==> src/core/dual_timer_consts.vh <==
// Constants for the cascadable dual 16-bit timer
`ifndef DUAL_TIMER_CONSTS_VH
`define DUAL_TIMER_CONSTS_VH
// Control word field positions
`define CTL_TIMER_ON_BIT      15
`define CTL_IDLE_STOP_BIT     13
`define CTL_GATE_ACC_BIT      6
`define CTL_PRESCALE_HI_BIT   5
`define CTL_PRESCALE_LO_BIT   4
`define CTL_WIDE_MODE_BIT     3
`define CTL_CLK_SRC_BIT       1
// Reset values
`define CTL_RESET_VALUE       16'h0000
`define PERIOD_RESET_VALUE    16'hFFFF
`define COUNT_RESET_VALUE     16'h0000
// Prescaler terminal counts (ratio minus one)
`define PRESCALE_WIDTH        8
`define PRESCALE_TC_1         8'h00
`define PRESCALE_TC_8         8'h07
`define PRESCALE_TC_64        8'h3F
`define PRESCALE_TC_256       8'hFF
`endif

==> src/core/dual_timer.v <==
// Cascadable dual 16-bit timer / 32-bit timer and synchronous counter
//
// Contract
// - Two 16-bit units, or one 32-bit timer/counter
// - Each half: instruction-cycle timer or synchronous counter
// - Only low half synchronizes its prescaler output
// - Low counter bits 15..0, high counter 31..16
// - Wide mode uses only low-half control settings
// - Wide mode: low pins in, high flag out
// - Wide timer counts cycles, wraps at period
// - Wide low-word read latches high word into holding
// - Wide low-word write copies holding into high counter
// - Wide counter counts synchronized external rising edges
// - Idle-stop bit halts counting during CPU idle
// - Gate mode counts cycles while gate high
// - Wide gate source is low half; high ignores gate
// - Gate fall stops, keeps count; software clears
// - Wide period match pulses converter trigger
// - Prescaler ratio 1, 8, 64 or 256
// - Prescaler clears on count write, on-clear, reset
// - Match or gate fall sets its half's flag; wide mode sets high flag
// - No counting during CPU sleep
`timescale 1ns/1ps
`include "dual_timer_consts.vh"

module dual_timer (
  // Clock and reset
  input  wire        core_clk,
  input  wire        sys_rst,
  // CPU power state
  input  wire        cpu_idle,
  input  wire        cpu_sleep,
  // External clock / gate pins
  input  wire        low_half_ext_clock_pin,
  input  wire        high_half_ext_clock_pin,
  // Control words
  input  wire [15:0] low_half_control,
  input  wire [15:0] high_half_control,
  // Period words
  input  wire [15:0] period_low_word,
  input  wire [15:0] period_high_word,
  // Counter and holding access
  input  wire        low_count_wr,
  input  wire        high_count_wr,
  input  wire        holding_wr,
  input  wire        low_count_rd,
  input  wire [15:0] wr_data,
  // Interrupt flag control
  input  wire        low_flag_clr,
  input  wire        high_flag_clr,
  input  wire        low_half_match_irq_enable,
  input  wire        high_half_match_irq_enable,
  // Status outputs
  output reg  [15:0] low_word_count,
  output reg  [15:0] high_word_count,
  output reg  [15:0] high_word_holding,
  output reg         low_half_match_flag,
  output reg         high_half_match_flag,
  output wire        low_half_irq,
  output wire        high_half_irq,
  output reg         adc_trigger
);

  // ==========================================================
  // Pin synchronisers
  reg [1:0] lo_pin_sync_reg;
  reg [1:0] hi_pin_sync_reg;
  reg       lo_pin_prev_reg;
  reg       hi_pin_prev_reg;

  always @(posedge core_clk or posedge sys_rst) begin
    if (sys_rst) begin
      lo_pin_sync_reg <= 2'h0;
      hi_pin_sync_reg <= 2'h0;
      lo_pin_prev_reg <= 1'b0;
      hi_pin_prev_reg <= 1'b0;
    end else begin
      lo_pin_sync_reg <= {lo_pin_sync_reg[0], low_half_ext_clock_pin};
      hi_pin_sync_reg <= {hi_pin_sync_reg[0], high_half_ext_clock_pin};
      lo_pin_prev_reg <= lo_pin_sync_reg[1];
      hi_pin_prev_reg <= hi_pin_sync_reg[1];
    end
  end

  wire lo_pin  = lo_pin_sync_reg[1];
  wire lo_rise = lo_pin & ~lo_pin_prev_reg;
  wire lo_fall = ~lo_pin & lo_pin_prev_reg;
  wire hi_rise = hi_pin_sync_reg[1] & ~hi_pin_prev_reg;

  // ==========================================================
  // Control decode
  wire wide_mode_select = low_half_control[`CTL_WIDE_MODE_BIT];
  // High half takes its own control only when not cascaded
  wire [15:0] hi_ctl = wide_mode_select ? low_half_control : high_half_control;

  wire lo_on    = low_half_control[`CTL_TIMER_ON_BIT];
  wire hi_on    = high_half_control[`CTL_TIMER_ON_BIT];
  wire lo_gate  = low_half_control[`CTL_GATE_ACC_BIT] & ~low_half_control[`CTL_CLK_SRC_BIT];
  wire hi_gate  = ~wide_mode_select & high_half_control[`CTL_GATE_ACC_BIT]
                  & ~high_half_control[`CTL_CLK_SRC_BIT];

  // Idle and sleep stall; idle stalls only with idle-stop set
  wire lo_run = ~cpu_sleep & ~(cpu_idle & low_half_control[`CTL_IDLE_STOP_BIT]);
  wire hi_run = ~cpu_sleep & ~(cpu_idle & high_half_control[`CTL_IDLE_STOP_BIT]);

  // Prescaler input tick: cycle, gated cycle or external edge
  wire lo_in = low_half_control[`CTL_CLK_SRC_BIT] ? lo_rise :
               (lo_gate ? lo_pin : 1'b1);
  wire hi_in = high_half_control[`CTL_CLK_SRC_BIT] ? hi_rise :
               (hi_gate ? hi_pin_sync_reg[1] : 1'b1);

  // Prescale terminal count
  function [`PRESCALE_WIDTH-1:0] ps_tc;
    input [1:0] sel;
    begin
      case (sel)
        2'h0:    ps_tc = `PRESCALE_TC_1;
        2'h1:    ps_tc = `PRESCALE_TC_8;
        2'h2:    ps_tc = `PRESCALE_TC_64;
        default: ps_tc = `PRESCALE_TC_256;
      endcase
    end
  endfunction

  // ==========================================================
  // Prescalers
  reg [`PRESCALE_WIDTH-1:0] lo_ps_reg;
  reg [`PRESCALE_WIDTH-1:0] hi_ps_reg;
  reg                       lo_on_prev_reg;
  reg                       hi_on_prev_reg;
  reg                       lo_tick_reg;

  wire lo_ps_clr = low_count_wr | high_count_wr | (lo_on_prev_reg & ~lo_on);
  wire hi_ps_clr = low_count_wr | high_count_wr | (hi_on_prev_reg & ~hi_on);
  wire lo_ps_adv = lo_on & lo_run & lo_in;
  wire hi_ps_adv = hi_on & hi_run & hi_in & ~wide_mode_select;
  wire lo_ps_out = lo_ps_adv &
    (lo_ps_reg == ps_tc(low_half_control[`CTL_PRESCALE_HI_BIT:`CTL_PRESCALE_LO_BIT]));
  wire hi_tick   = hi_ps_adv &
    (hi_ps_reg == ps_tc(hi_ctl[`CTL_PRESCALE_HI_BIT:`CTL_PRESCALE_LO_BIT]));

  always @(posedge core_clk or posedge sys_rst) begin
    if (sys_rst) begin
      lo_ps_reg      <= {`PRESCALE_WIDTH{1'b0}};
      hi_ps_reg      <= {`PRESCALE_WIDTH{1'b0}};
      lo_on_prev_reg <= 1'b0;
      hi_on_prev_reg <= 1'b0;
      lo_tick_reg    <= 1'b0;
    end else begin
      lo_on_prev_reg <= lo_on;
      hi_on_prev_reg <= hi_on;
      // Low half re-times its prescaler output to the core clock
      lo_tick_reg    <= lo_ps_out & ~lo_ps_clr;
      if (lo_ps_clr)
        lo_ps_reg <= {`PRESCALE_WIDTH{1'b0}};
      else if (lo_ps_out)
        lo_ps_reg <= {`PRESCALE_WIDTH{1'b0}};
      else if (lo_ps_adv)
        lo_ps_reg <= lo_ps_reg + 8'h01;
      if (hi_ps_clr)
        hi_ps_reg <= {`PRESCALE_WIDTH{1'b0}};
      else if (hi_tick)
        hi_ps_reg <= {`PRESCALE_WIDTH{1'b0}};
      else if (hi_ps_adv)
        hi_ps_reg <= hi_ps_reg + 8'h01;
    end
  end

  // ==========================================================
  // Counters, match and flags
  wire lo_match   = (low_word_count == period_low_word);
  wire hi_match   = (high_word_count == period_high_word);
  wire wide_match = lo_match & hi_match;
  wire lo_step    = lo_tick_reg & lo_on;
  wire hi_step    = hi_tick & ~high_count_wr;
  // Gate fall ends accumulation; count is kept
  wire gate_end   = lo_on & lo_gate & lo_fall & ~cpu_sleep;
  wire hi_gate_end = ~wide_mode_select & hi_on & hi_gate & ~hi_pin_sync_reg[1] & hi_pin_prev_reg;
  wire wide_evt   = wide_mode_select & lo_step & wide_match;
  wire lo_evt     = ~wide_mode_select & ((lo_step & lo_match) | gate_end);
  wire hi_evt     = wide_evt | (wide_mode_select & gate_end) |
                    (~wide_mode_select & ((hi_step & hi_match) | hi_gate_end));

  always @(posedge core_clk or posedge sys_rst) begin
    if (sys_rst) begin
      low_word_count       <= `COUNT_RESET_VALUE;
      high_word_count      <= `COUNT_RESET_VALUE;
      high_word_holding    <= `COUNT_RESET_VALUE;
      low_half_match_flag  <= 1'b0;
      high_half_match_flag <= 1'b0;
      adc_trigger          <= 1'b0;
    end else begin
      // Holding register: read snapshot or software load
      if (low_count_rd & wide_mode_select)
        high_word_holding <= high_word_count;
      else if (holding_wr)
        high_word_holding <= wr_data;
      // Low word
      if (low_count_wr)
        low_word_count <= wr_data;
      else if (lo_step)
        low_word_count <= (wide_mode_select ? wide_match : lo_match) ?
                          16'h0000 : low_word_count + 16'h0001;
      // High word
      if (wide_mode_select) begin
        if (low_count_wr)
          high_word_count <= high_word_holding;
        else if (high_count_wr)
          high_word_count <= wr_data;
        else if (lo_step & wide_match)
          high_word_count <= 16'h0000;
        else if (lo_step & (low_word_count == 16'hFFFF))
          high_word_count <= high_word_count + 16'h0001;
      end else if (high_count_wr)
        high_word_count <= wr_data;
      else if (hi_step)
        high_word_count <= hi_match ? 16'h0000 : high_word_count + 16'h0001;
      // Flags: a new event wins over a clear
      if (lo_evt)
        low_half_match_flag <= 1'b1;
      else if (low_flag_clr)
        low_half_match_flag <= 1'b0;
      if (hi_evt)
        high_half_match_flag <= 1'b1;
      else if (high_flag_clr)
        high_half_match_flag <= 1'b0;
      adc_trigger <= wide_evt;
    end
  end

  // Interrupt requests gated by the enables
  assign low_half_irq  = low_half_match_flag & low_half_match_irq_enable;
  assign high_half_irq = high_half_match_flag & high_half_match_irq_enable;

endmodule

==> config.mk <==
export PLATFORM = sky130hd
export DESIGN_NAME = dual_timer
export DESIGN_NICKNAME = d
export VERILOG_FILES = /design/src/core/dual_timer.v
export VERILOG_INCLUDE_DIRS = /design/src /design/src/core
export SDC_FILE = /design/constraint.sdc
export NUM_CORES = 1
export LEC_CHECK = 0
export ABC_AREA = 1
export ABC_CLOCK_PERIOD_IN_PS = 2200
export BUFFER_PORTS_ARGS = -buffer_cell sky130_fd_sc_hd__buf_2
export CAP_MARGIN = 10
export CORE_UTILIZATION = 41
export DETAILED_ROUTE_END_ITERATION = 6
export GPL_TIMING_DRIVEN = 0
export PLACE_DENSITY_LB_ADDON = 0.1
export SLEW_MARGIN = 5
export SYNTH_ARGS = -nofsm -noshare
export SYNTH_HDL_FRONTEND = slang
export SYNTH_SLANG_ARGS = --single-unit
==> constraint.sdc <==
create_clock -name core_clk -period 2.2 [get_ports core_clk]
set_input_delay 0.22 -clock core_clk [delete_from_list [all_inputs] [get_ports core_clk]]
set_output_delay 0.22 -clock core_clk [all_outputs]
set_load 0.02 [all_outputs]
### Word level (Yosys, flattened, before mapping)

Cells that the tools add are included.

* word-level logic and storage cells: 133
* output and inout port bits: 53
* flip-flop bits (word level): 76
* input bits: 94

* add/sub/neg operators: 4
* reductions and logical operators: 10
* eq/ne operators: 10
* bitwise logic cells: 63
* mux-type cells: 31

Operator list (count)
* 2-to-1 mux 16 bit: 13
* 2-to-1 mux 8 bit: 6
* one-hot mux 8 bit (3 select lines): 2
* AND 1 bit: 42
* adder 16 x 1 -> 16 bit, second input constant: 2
* equality test 16 bit: 2
* adder 8 x 1 -> 8 bit, second input constant: 2
* equality test 16 bit, second input constant: 1
* equality test 8 bit: 2
* inverter 1 bit: 14
* 2-to-1 mux 1 bit: 9
* nonzero test 3 bit: 3
* nonzero test 2 bit: 4
* OR 1 bit: 7
* 2-to-1 mux 6 bit: 1
* inequality test 5 x 1 -> 1 bit, second input constant: 1
* equality test 2 x 1 -> 1 bit, second input constant: 2
* equality test 2 bit, second input constant: 2
* zero test 2 bit: 2
* AND reduction 2 bit: 1

### Longest topological paths before layout

Gate-level depths: netlist of run 1.

* depth after elaboration: 14
* mapped depth: 14

### Worst setup path after synthesis of run 1

OpenSTA, ideal clock, no wires.

* kind: reg-to-reg
* start point: register low_word_count[0]
* end point: register high_word_count[8]
* path slack: 182 ps
* clock period less this slack: 2018 ps
* arrival time: 1896 ps
* stages on the path, launching flop included: 14
* required time: 2078 ps
* path through: dfrtp_1 > ha_1 > nand2_1 > nor2_2 > nand3_2 > nor2_1 > nand3_1 > nand2_1 > nor2_1 > o21ai_4 > nand2_4 > buf_6 > nor2_1 > a21oi_1

* cells in the longest elaborated chain, start to end: 7
* elaborated cells between the ends (all ways): 11
* classes of those cells: eq/ne: 3; mux: 4; bitwise: 3; reduce/logical: 1

Ends and longest elaborated chain
* start, declared: RTL line dual_timer.v:54 `output reg [15:0] low_word_count,`
* start signal, assigned: RTL line dual_timer.v:186 `` low_word_count <= `COUNT_RESET_VALUE; ``
* start signal, assigned: RTL line dual_timer.v:200 `low_word_count <= wr_data;`
* start signal, assigned: RTL line dual_timer.v:202 `low_word_count <= (wide_mode_select ? wide_match : lo_match) ?`
* equality test 16 bit: RTL line dual_timer.v:171 `wire lo_match = (low_word_count == period_low_word);`
* AND 1 bit: RTL line dual_timer.v:173 `wire wide_match = lo_match & hi_match;`
* AND 1 bit: RTL line dual_timer.v:210 `else if (lo_step & wide_match)`
* 2-to-1 mux 16 bit: RTL line dual_timer.v:210
* 2-to-1 mux 16 bit: RTL line dual_timer.v:208 `else if (high_count_wr)`
* 2-to-1 mux 16 bit: RTL line dual_timer.v:206 `if (low_count_wr)`
* 2-to-1 mux 16 bit: RTL line dual_timer.v:205 `if (wide_mode_select) begin`
* end signal, assigned: RTL line dual_timer.v:207 `high_word_count <= high_word_holding;`
* end signal, assigned: RTL line dual_timer.v:209 `high_word_count <= wr_data;`
* end signal, assigned: RTL line dual_timer.v:213 `high_word_count <= high_word_count + 16'h0001;`
* end, declared: RTL line dual_timer.v:55 `output reg [15:0] high_word_count,`

Several ways; a longest one is shown, not always the timed one.
A chain may end at the register's enable or synchronous reset.

### Final worst setup path of run 1

* start point: register low_word_count[1]
* end point: register high_word_count[0]

The elaborated chain is that of the path after synthesis.

==> flow_summary.json, run 1 <==
{
  "top_regs": "high_word_count (16), high_word_holding (16), low_word_count (16)",
  "num_io_pins": 147,
  "antenna_found_initial": 0,
  "synth.ff_latch_count": 76,
  "syn_to_final_growth_pct": 22.6,
  "cellPowerDensity_nw_per_um2": 649,
  "synth.area.top_cells": "dfrtp_1 32%, nand2_1 21%, inv_1 8.3%",
  "finClkSkew_ns": 0.00817,
  "tns_ns": 0,
  "grt_max_degree": 59,
  "fin_cells": 1284,
  "reg2reg_slack_ns": 0.13,
  "slew_headroom": 0.595,
  "hp-start": "low_half_control[15]",
  "synth.cell_area_um2": 5860,
  "cts.clk_slew.worst_paths_ns": 0.07,
  "fmax_mhz": 484,
  "min_to": "lo_on_prev_reg",
  "grt_usage": 0.268,
  "num_vias": 6617,
  "yosys.area.top_type_share": 0.325,
  "cts_tree": "built",
  "drive_gt1_frac": 0.175,
  "finalCritPeriodShare": 0.939,
  "grt_pass1_wl_um": 30300,
  "fp-row-count": 43,
  "worst-endpoint-arrival_ns": 2.30,
  "synth_top_area_cell": "dfrtp_1",
  "final_common_cell": "nand2_1",
  "ys_warn_count": 0,
  "pre_cts_slack_ns": -0.0843,
  "r2r-end": "high_word_count[0]",
  "grt_pass1_vias": 5960,
  "hold_viol": 0,
  "worstPathRequired_ns": 2.43,
  "whs_ns": 0.0313,
  "antenna_cells": 0,
  "cts_buffer_depth": 2,
  "cts-root-buf": "clkbuf_16",
  "critical_path_class": "reg2reg",
  "drv_slew": 0,
  "syn_nets": 1052,
  "placeableCoreArea_um2": 13900,
  "place_area_um2": 6750,
  "totalWireLength_um": 19200,
  "antenna_left": 0,
  "r2r_start": "low_word_count[1]",
  "cp-startpoint": "low_word_count[1]",
  "dp_cells": 1262,
  "status": "complete, no violations",
  "stdcell_area_um2": 7180,
  "die_h_um": 122,
  "timing.final.ws_setup_ns": 0.134,
  "grt_overflow": 0,
  "yosysSeqAreaShare": 0.325,
  "initial_utilization": 0.422,
  "drt_drc_violations_left": 0,
  "port_buffers": 127,
  "ctsHtreeMaxLevel": 3,
  "reg2reg_depth": 12,
  "die-area_um2": 14800,
  "worst_pin_slew_ns": 0.607,
  "cts_sinks": 76,
  "hp-class": "in2reg",
  "cts_inserted_buffers": 9,
  "dp_hpwl_um": 14700,
  "cp-start-kind": "flip-flop",
  "nNetsFinal": 1197,
  "place_congestion": 0.915,
  "crit_fanout": 10,
  "setup_violations": 0,
  "crit_path_end_kind": "flip-flop",
  "netlist_instances": 954,
  "syn_avg_cell_area_um2": 6.14,
  "drtPass1Iterations": 5,
  "yosysUniqueCellTypes": 37,
  "post-route-min-period_ns": 2.07,
  "max_cap_violations": 0,
  "initialDrtViolationCount": 545,
  "ir_drop_uv": 434,
  "final_cell_mix": "327 x nand2_1, 129 x buf_2, 127 x inv_1",
  "clock_latency_ns": 0.35,
  "p_leak_nw": 3.78,
  "die_x_um": 122,
  "whs_path_depth": 1,
  "wire_per_inst_um": 14.9,
  "viasPerCell": 5.15
}
==> cell type report <==
class / count / area [µm²]
fill: 1520 / 6700
multi-input combinational: 711 / 3350
sequential: 76 / 1910
timing repair buffer: 134 / 718
inverter: 138 / 520
clock buffer: 10 / 239
tap: 180 / 225
buffer: 29 / 141
clock inverter: 6 / 71.3
==> power breakdown <==
part / switching [mW] / internal, mW
sequential: 0.175 / 1.53
clock: 0.648 / 0.918
combinational: 0.911 / 0.475
total: 1.73 / 2.92
==> metrics by stage <==
stage / util / power (mW)
finish: 0.517 / 4.66
global route: 0.517 / 4.91
CTS: 0.512 / 4.66
detailed placement: 0.486 / 3.09
global placement: 0.484 / 3.07
floorplan: - / 2.59
==> cells by family after synthesis <==
group / count (synthesis) / share of synthesized area
buf+inv: 167 / 0.112
fa+ha+maj: 4 / 0.00855
flops: 76 / 0.325
xor+xnor: 23 / 0.0344
simple gates: 522 / 0.364
compound gates: 162 / 0.156
==> worst max-delay path by stage <==
stage	to	slack, ns
floorplan	adc_trigger	0.04
global placement	high_word_count[13]	-1.10
detailed placement	high_word_count[1]	-0.08
CTS	high_half_match_flag	-0.03
global route	high_word_count[0]	-0.002
finish	high_word_count[0]	0.13
==> critical path, stage by stage (launching register included) <==
cell     delay (ns)
dfrtp_2        0.40
inv_1          0.08
nand2_1        0.06
nand2_1        0.04
nor2_1         0.22
nand2_1        0.10
nor2_1         0.10
nand3_1        0.16
o21ai_4        0.30
nand2_4        0.12
buf_6          0.18
nor2_1         0.10
a21oi_1        0.08
==> synthesized netlist by cell type <==
| master | instances |
|---|---|
| nand2_1 | 328 |
| inv_1 | 129 |
| nor2_1 | 96 |
| a21oi_1 | 93 |
| dfrtp_1 | 76 |
| nand3_1 | 64 |
| o21ai_0 | 35 |
| clkbuf_1 | 21 |
| nor3_1 | 15 |
| xor2_1 | 15 |
| o221ai_1 | 12 |
| inv_2 | 9 |
| o211ai_1 | 9 |
| xnor2_1 | 8 |
| buf_4 | 5 |
| ha_1 | 4 |
| nand4_1 | 4 |
| nor2_2 | 4 |
| o21bai_1 | 3 |
| and3_1 | 2 |
| buf_2 | 2 |
| nand2_4 | 2 |
| nand3_2 | 2 |
| o22ai_1 | 2 |
| o31ai_1 | 2 |
| a211oi_1 | 1 |
| a31oi_1 | 1 |
| and2_1 | 1 |
| buf_6 | 1 |
| nand2_2 | 1 |
| nor3b_1 | 1 |
| nor4_1 | 1 |
| nor4_2 | 1 |
| o2111ai_1 | 1 |
| o21ai_1 | 1 |
| o21ai_2 | 1 |
| o21ai_4 | 1 |
==> what timing repair did <==
| item | 4_1_cts | 5_1_grt |
|---|---|---|
| setup buffers | 1 | 1 |
| resized for setup | 2 | 21 |
| endpoints found under the setup margin | 11 | 23 |
| hold endpoints to repair | 21 | 0 |
| hold buffers | 4 | 0 |
| pin swaps | 0 | 1 |
==> per-layer routing <==
layer	vias to the layer above	routed length (µm)	global-route usage
met5	-	0	0
met4	0	352	0.0895
met1	3027	8660	0.367
li1	3329	-	-
met2	234	8710	0.423
met3	27	1460	0.0522
Note: power is estimated with default switching activity, not from simulation.
==> inputs of run 2 (changes only) <==
--- a/config.mk
+++ b/config.mk
@@ -10,7 +10,7 @@
 export ABC_CLOCK_PERIOD_IN_PS = 2200
 export BUFFER_PORTS_ARGS = -buffer_cell sky130_fd_sc_hd__buf_2
 export CAP_MARGIN = 10
-export CORE_UTILIZATION = 41
+export CORE_UTILIZATION = 49
 export DETAILED_ROUTE_END_ITERATION = 6
 export GPL_TIMING_DRIVEN = 0
 export PLACE_DENSITY_LB_ADDON = 0.1
==> flow_summary.json, run 2 (synthesis results as in run 1) <==
{
  "hp-class": "in2reg",
  "fin_cells": 1251,
  "crit_path_end_kind": "flip-flop",
  "worstPathRequired_ns": 2.44,
  "dp_cells": 1225,
  "port_buffers": 127,
  "die_h_um": 111,
  "fmax_mhz": 479,
  "cellPowerDensity_nw_per_um2": 655,
  "cts_inserted_buffers": 9,
  "drtPass1Iterations": 7,
  "antenna_left": 0,
  "reg2reg_slack_ns": 0.11,
  "drive_gt1_frac": 0.172,
  "hold_viol": 0,
  "cts.clk_slew.worst_paths_ns": 0.07,
  "die_x_um": 111,
  "nNetsFinal": 1201,
  "totalWireLength_um": 18300,
  "syn_to_final_growth_pct": 21.9,
  "worst_pin_slew_ns": 0.592,
  "grt_overflow": 0,
  "crit_fanout": 10,
  "grt_setup_unrepaired": "yes",
  "p_leak_nw": 3.81,
  "drv_slew": 0,
  "slew_headroom": 0.605,
  "clock_latency_ns": 0.36,
  "antenna_found_initial": 1,
  "violations": "design-rule violations",
  "cp-start-kind": "flip-flop",
  "dp_hpwl_um": 14000,
  "r2r_start": "high_word_count[6]",
  "cts_buffer_depth": 2,
  "worst-endpoint-arrival_ns": 2.33,
  "die-area_um2": 12400,
  "drt_drc_violations_left": 27,
  "cp-startpoint": "high_word_count[6]",
  "finalCritPeriodShare": 0.949,
  "nFillCells": 1120,
  "top_regs": "high_word_count (16), high_word_holding (16), low_word_count (16)",
  "initialDrtViolationCount": 634,
  "grt_max_degree": 68,
  "power_mw": 4.68,
  "critical_path_class": "reg2reg",
  "antenna_cells": 0,
  "post-route-min-period_ns": 2.09,
  "ctsHtreeMaxLevel": 3,
  "wire_per_inst_um": 14.6,
  "cts-root-buf": "clkbuf_16",
  "grt_pass1_wl_um": 29100,
  "final_common_cell": "nand2_1",
  "max_cap_violations": 0,
  "placeableCoreArea_um2": 11500,
  "viasPerCell": 5.36,
  "status": "complete, but fails checks",
  "setup_violations": 0,
  "place_congestion": 0.968,
  "num_io_pins": 147,
  "num_vias": 6700,
  "initial_utilization": 0.508,
  "ir_drop_uv": 612,
  "hp-start": "low_half_control[15]",
  "grt_pass1_vias": 6037,
  "final_cell_mix": "327 x nand2_1, 129 x buf_2, 127 x inv_1",
  "finClkSkew_ns": 0.00889,
  "cts_tree": "built",
  "cts_sinks": 76,
  "fp-row-count": 39,
  "grt_usage": 0.298
}
-- run 2: cell type report --
class                           instances  area [µm²]  area share
Buffer                                 29         138      0.0193
Clock buffer                            9         225      0.0316
Clock inverter                          7        83.8      0.0117
Inverter                              138         520      0.0729
Multi-Input combinational cell        711        3340       0.467
Sequential cell                        76        1910       0.267
Tap cell                              143         179      0.0251
Timing Repair Buffer                  138         748       0.105
-- run 2: worst paths after layout --
kind | to | cells past startpoint
worst max register to register | high_word_count[15] | 12
max in group asynchronous | low_word_count[0] | 4
worst min register to register | lo_pin_sync_reg[1] | 0
worst max-delay path | high_word_count[15] | 12
worst min-delay path | lo_on_prev_reg | 1
min in group asynchronous | adc_trigger | 3
-- run 2: metal layers --
layer	vias up	GRT usage	wire length, µm
li1	3336	-	-
met1	3027	0.396	7900
met2	301	0.475	8210
met3	36	0.0727	1630
met4	0	0.103	518
met5	-	0	0
-- run 2: worst max-delay path, cell delays in order (launching register included) --
cell and delay [ns]:
dfrtp_1 0.47, inv_1 0.15, nand2_1 0.08, nand2_1 0.06, nor2_1 0.10, nand2_1 0.07
nor2_2 0.15, nand2_4 0.13, o21ai_4 0.27, nand2_4 0.13, buf_6 0.18, nor2_2 0.09
a21oi_1 0.07
-- run 2: repair_timing --
item,CTS,global route
endpoints found under the setup margin,10,21
gates cloned,0,0
pin swaps,0,1
hold buffers,4,0
setup buffers,2,4
hold endpoints to repair,12,0
resized for setup,1,13
-- run 2: power by group --
group	internal (mW)	total, mW	leakage (nW)	switching, mW
logic	0.479	1.39	2.72	0.908
registers	1.53	1.70	0.940	0.173
clock network	0.899	1.59	0.149	0.691
-- run 2: through the flow --
step	area [µm²]	util	setup slack [ns]	setup TNS (ns)	hold slack, ns
finish	7140	0.620	0.112	0	0.0224
global route	7140	0.620	-0.0288	-0.0813	0.00966
CTS	7070	0.614	0.0345	0	0.0145
detailed placement	6700	0.582	-0.0237	-0.122	0.137
global placement	6670	0.579	-0.983	-74.68	0.328
floorplan	5860	-	0.0417	0	0.251
==> inputs of run 3 (changes only) <==
--- a/config.mk
+++ b/config.mk
@@ -7,9 +7,9 @@
 export NUM_CORES = 1
 export LEC_CHECK = 0
 export ABC_AREA = 1
-export ABC_CLOCK_PERIOD_IN_PS = 2200
 export BUFFER_PORTS_ARGS = -buffer_cell sky130_fd_sc_hd__buf_2
 export CAP_MARGIN = 10
+export CORE_ASPECT_RATIO = 0.9
 export CORE_UTILIZATION = 49
 export DETAILED_ROUTE_END_ITERATION = 6
 export GPL_TIMING_DRIVEN = 0
==> flow_summary.json, run 3 (synthesis results as in run 1) <==
{
  "ir_drop_uv": 486,
  "critPathMaxStageDelay_ns": 0.55,
  "final_common_cell": "nand2_1",
  "grt_pass1_vias": 5714,
  "hold_viol": 0,
  "timing.final.ws_setup_ns": 0.107,
  "post-route-min-period_ns": 2.09,
  "worst_path_dominant_cell_family": "simple AND/OR/NAND/NOR gates",
  "grt_max_degree": 55,
  "dp_cells": 1238,
  "wire_per_inst_um": 14.8,
  "fp-row-count": 37,
  "drive_gt1_frac": 0.166,
  "num_vias": 6576,
  "pre_cts_slack_ns": -0.0761,
  "p_clk_frac": 0.335,
  "cellPowerDensity_nw_per_um2": 653,
  "critPathBufInv": 2,
  "slew_headroom": 0.586,
  "die-area_um2": 12400,
  "hp-class": "in2reg",
  "dp_hpwl_um": 14000,
  "crit_path_cell_trace": "inv_2 > nand2_1 > nand2_1 > nor2_1 > nand2_1 > nor2_2 > nand2_4 > o21ai_4 > nand2_4 > buf_6 > nor2_1 > a21oi_1",
  "drv_slew": 0,
  "port_buffers": 127,
  "nNetsFinal": 1195,
  "critical-path-slowest-cell": "dfrtp_1",
  "internal-power_mw": 2.95,
  "cp-start-kind": "flip-flop",
  "setup_violations": 0,
  "num_io_pins": 147,
  "nFillCells": 1175,
  "combPwrFrac": 0.299,
  "finClkSkew_ns": 0.00668,
  "antenna_found_initial": 0,
  "final_core_util": 0.617,
  "antenna_left": 0,
  "status": "complete, no violations",
  "seqCellArea_um2": 1910,
  "initialDrtViolationCount": 706,
  "fmax_mhz": 478,
  "ctsHtreeMaxLevel": 3,
  "power_mw": 4.65,
  "totalWireLength_um": 18600,
  "clock_latency_ns": 0.34,
  "max_cap_violations": 0,
  "cts.clk_slew.worst_paths_ns": 0.06,
  "critPathMostFrequentCell": "nand2_1",
  "syn_to_final_growth_pct": 21.5,
  "placeableCoreArea_um2": 11500,
  "cts-root-buf": "clkbuf_16",
  "power.net_switching_mw": 1.70,
  "switching_share": 0.365,
  "place_congestion": 0.956,
  "worst_pin_slew_ns": 0.621,
  "crit_path_end_kind": "flip-flop",
  "cts_buffer_depth": 2,
  "die_h_um": 106,
  "viasPerCell": 5.23,
  "drt_drc_violations_left": 0,
  "crit_fanout": 10,
  "multi_input_area_um2": 3340,
  "seqPwrFrac": 0.366,
  "drtPass1Iterations": 7,
  "grt_pass1_wl_um": 28900,
  "p_leak_nw": 3.79,
  "grt_overflow": 0,
  "fin_cells": 1258,
  "antenna_cells": 0,
  "cts_tree": "built",
  "worst-endpoint-arrival_ns": 2.31,
  "cts_inserted_buffers": 9,
  "grt_usage": 0.306,
  "initial_utilization": 0.508,
  "top_regs": "high_word_count (16), high_word_holding (16), low_word_count (16)",
  "die_x_um": 117,
  "final_cell_mix": "327 x nand2_1, 129 x buf_2, 127 x inv_1",
  "finalCritPeriodShare": 0.951,
  "worstPathRequired_ns": 2.42,
  "cts_sinks": 76,
  "critical_path_class": "reg2reg"
}
-- run 3: per-stage QoR --
| step | hold slack [ns] | instance area, µm² | TNS [ns] |
|---|---|---|---|
| after floorplan | 0.251 | 5860 | 0 |
| after global placement | 0.329 | 6690 | -75.61 |
| after detailed placement | 0.217 | 6720 | -0.491 |
| after CTS | 0.0163 | 7070 | 0 |
| after global routing | 0.0147 | 7120 | -0.110 |
| final | 0.0207 | 7120 | 0 |
-- run 3: timing repair --
action | in CTS | in global routing
gates cloned | 0 | 0
gates resized for setup | 2 | 10
setup buffers | 1 | 0
endpoints found under the hold margin | 24 | 0
endpoints found under the setup margin | 10 | 21
hold buffers | 3 | 0
-- run 3: worst register-to-register path: stages (launching register included) --
cell and delay, ns:
dfrtp_1 0.55, inv_2 0.10, nand2_1 0.07, nand2_1 0.04, nor2_1 0.12, nand2_1 0.09
nor2_2 0.15, nand2_4 0.13, o21ai_4 0.25, nand2_4 0.12, buf_6 0.17, nor2_1 0.11
a21oi_1 0.08
-- run 3: power groups by stage --
| stage | registers (mW) | logic [mW] | clock network [mW] |
|---|---|---|---|
| global route | 1.72 | 1.55 | 1.62 |
| global placement | 1.72 | 1.34 | 0 |
| detailed placement | 1.72 | 1.35 | 0 |
| finish | 1.70 | 1.39 | 1.56 |
| CTS | 1.70 | 1.37 | 1.57 |
| floorplan | 1.83 | 0.761 | 0 |
-- run 3: cell type report --
| cell class | count | share of cell area |
|---|---|---|
| timing repair buffer | 132 | 0.0985 |
| clock inverter | 5 | 0.00914 |
| inverter | 138 | 0.0731 |
| clock buffer | 11 | 0.0355 |
| multi-input combinational | 711 | 0.469 |
| sequential | 76 | 0.268 |
| buffer | 29 | 0.0193 |
| tap | 156 | 0.0274 |
-- run 3: final timing paths --
kind                                 endpoint  slack (ns)                 start  cells after the start
max                        high_word_count[1]        0.11    high_word_count[0]                     12
min                            lo_on_prev_reg        0.02  low_half_control[15]                      1
max reg2reg                high_word_count[1]        0.11    high_word_count[0]                     12
min reg2reg                hi_pin_sync_reg[1]        0.35    hi_pin_sync_reg[0]                      0
max in group asynchronous   low_word_count[0]        1.22               sys_rst                      4
min in group asynchronous        lo_ps_reg[6]        0.40               sys_rst                      3
-- run 3: per-layer routing --
metal  up-vias  part of all wire  routed length, µm  global-route usage
met3        30             0.097               1800              0.0598
met2       314              0.42               7880               0.447
met4         0             0.018                342              0.0850
met1      2910              0.46               8570               0.455
met5         -                 0                  0                   0
li1       3322                 -                  -                   -
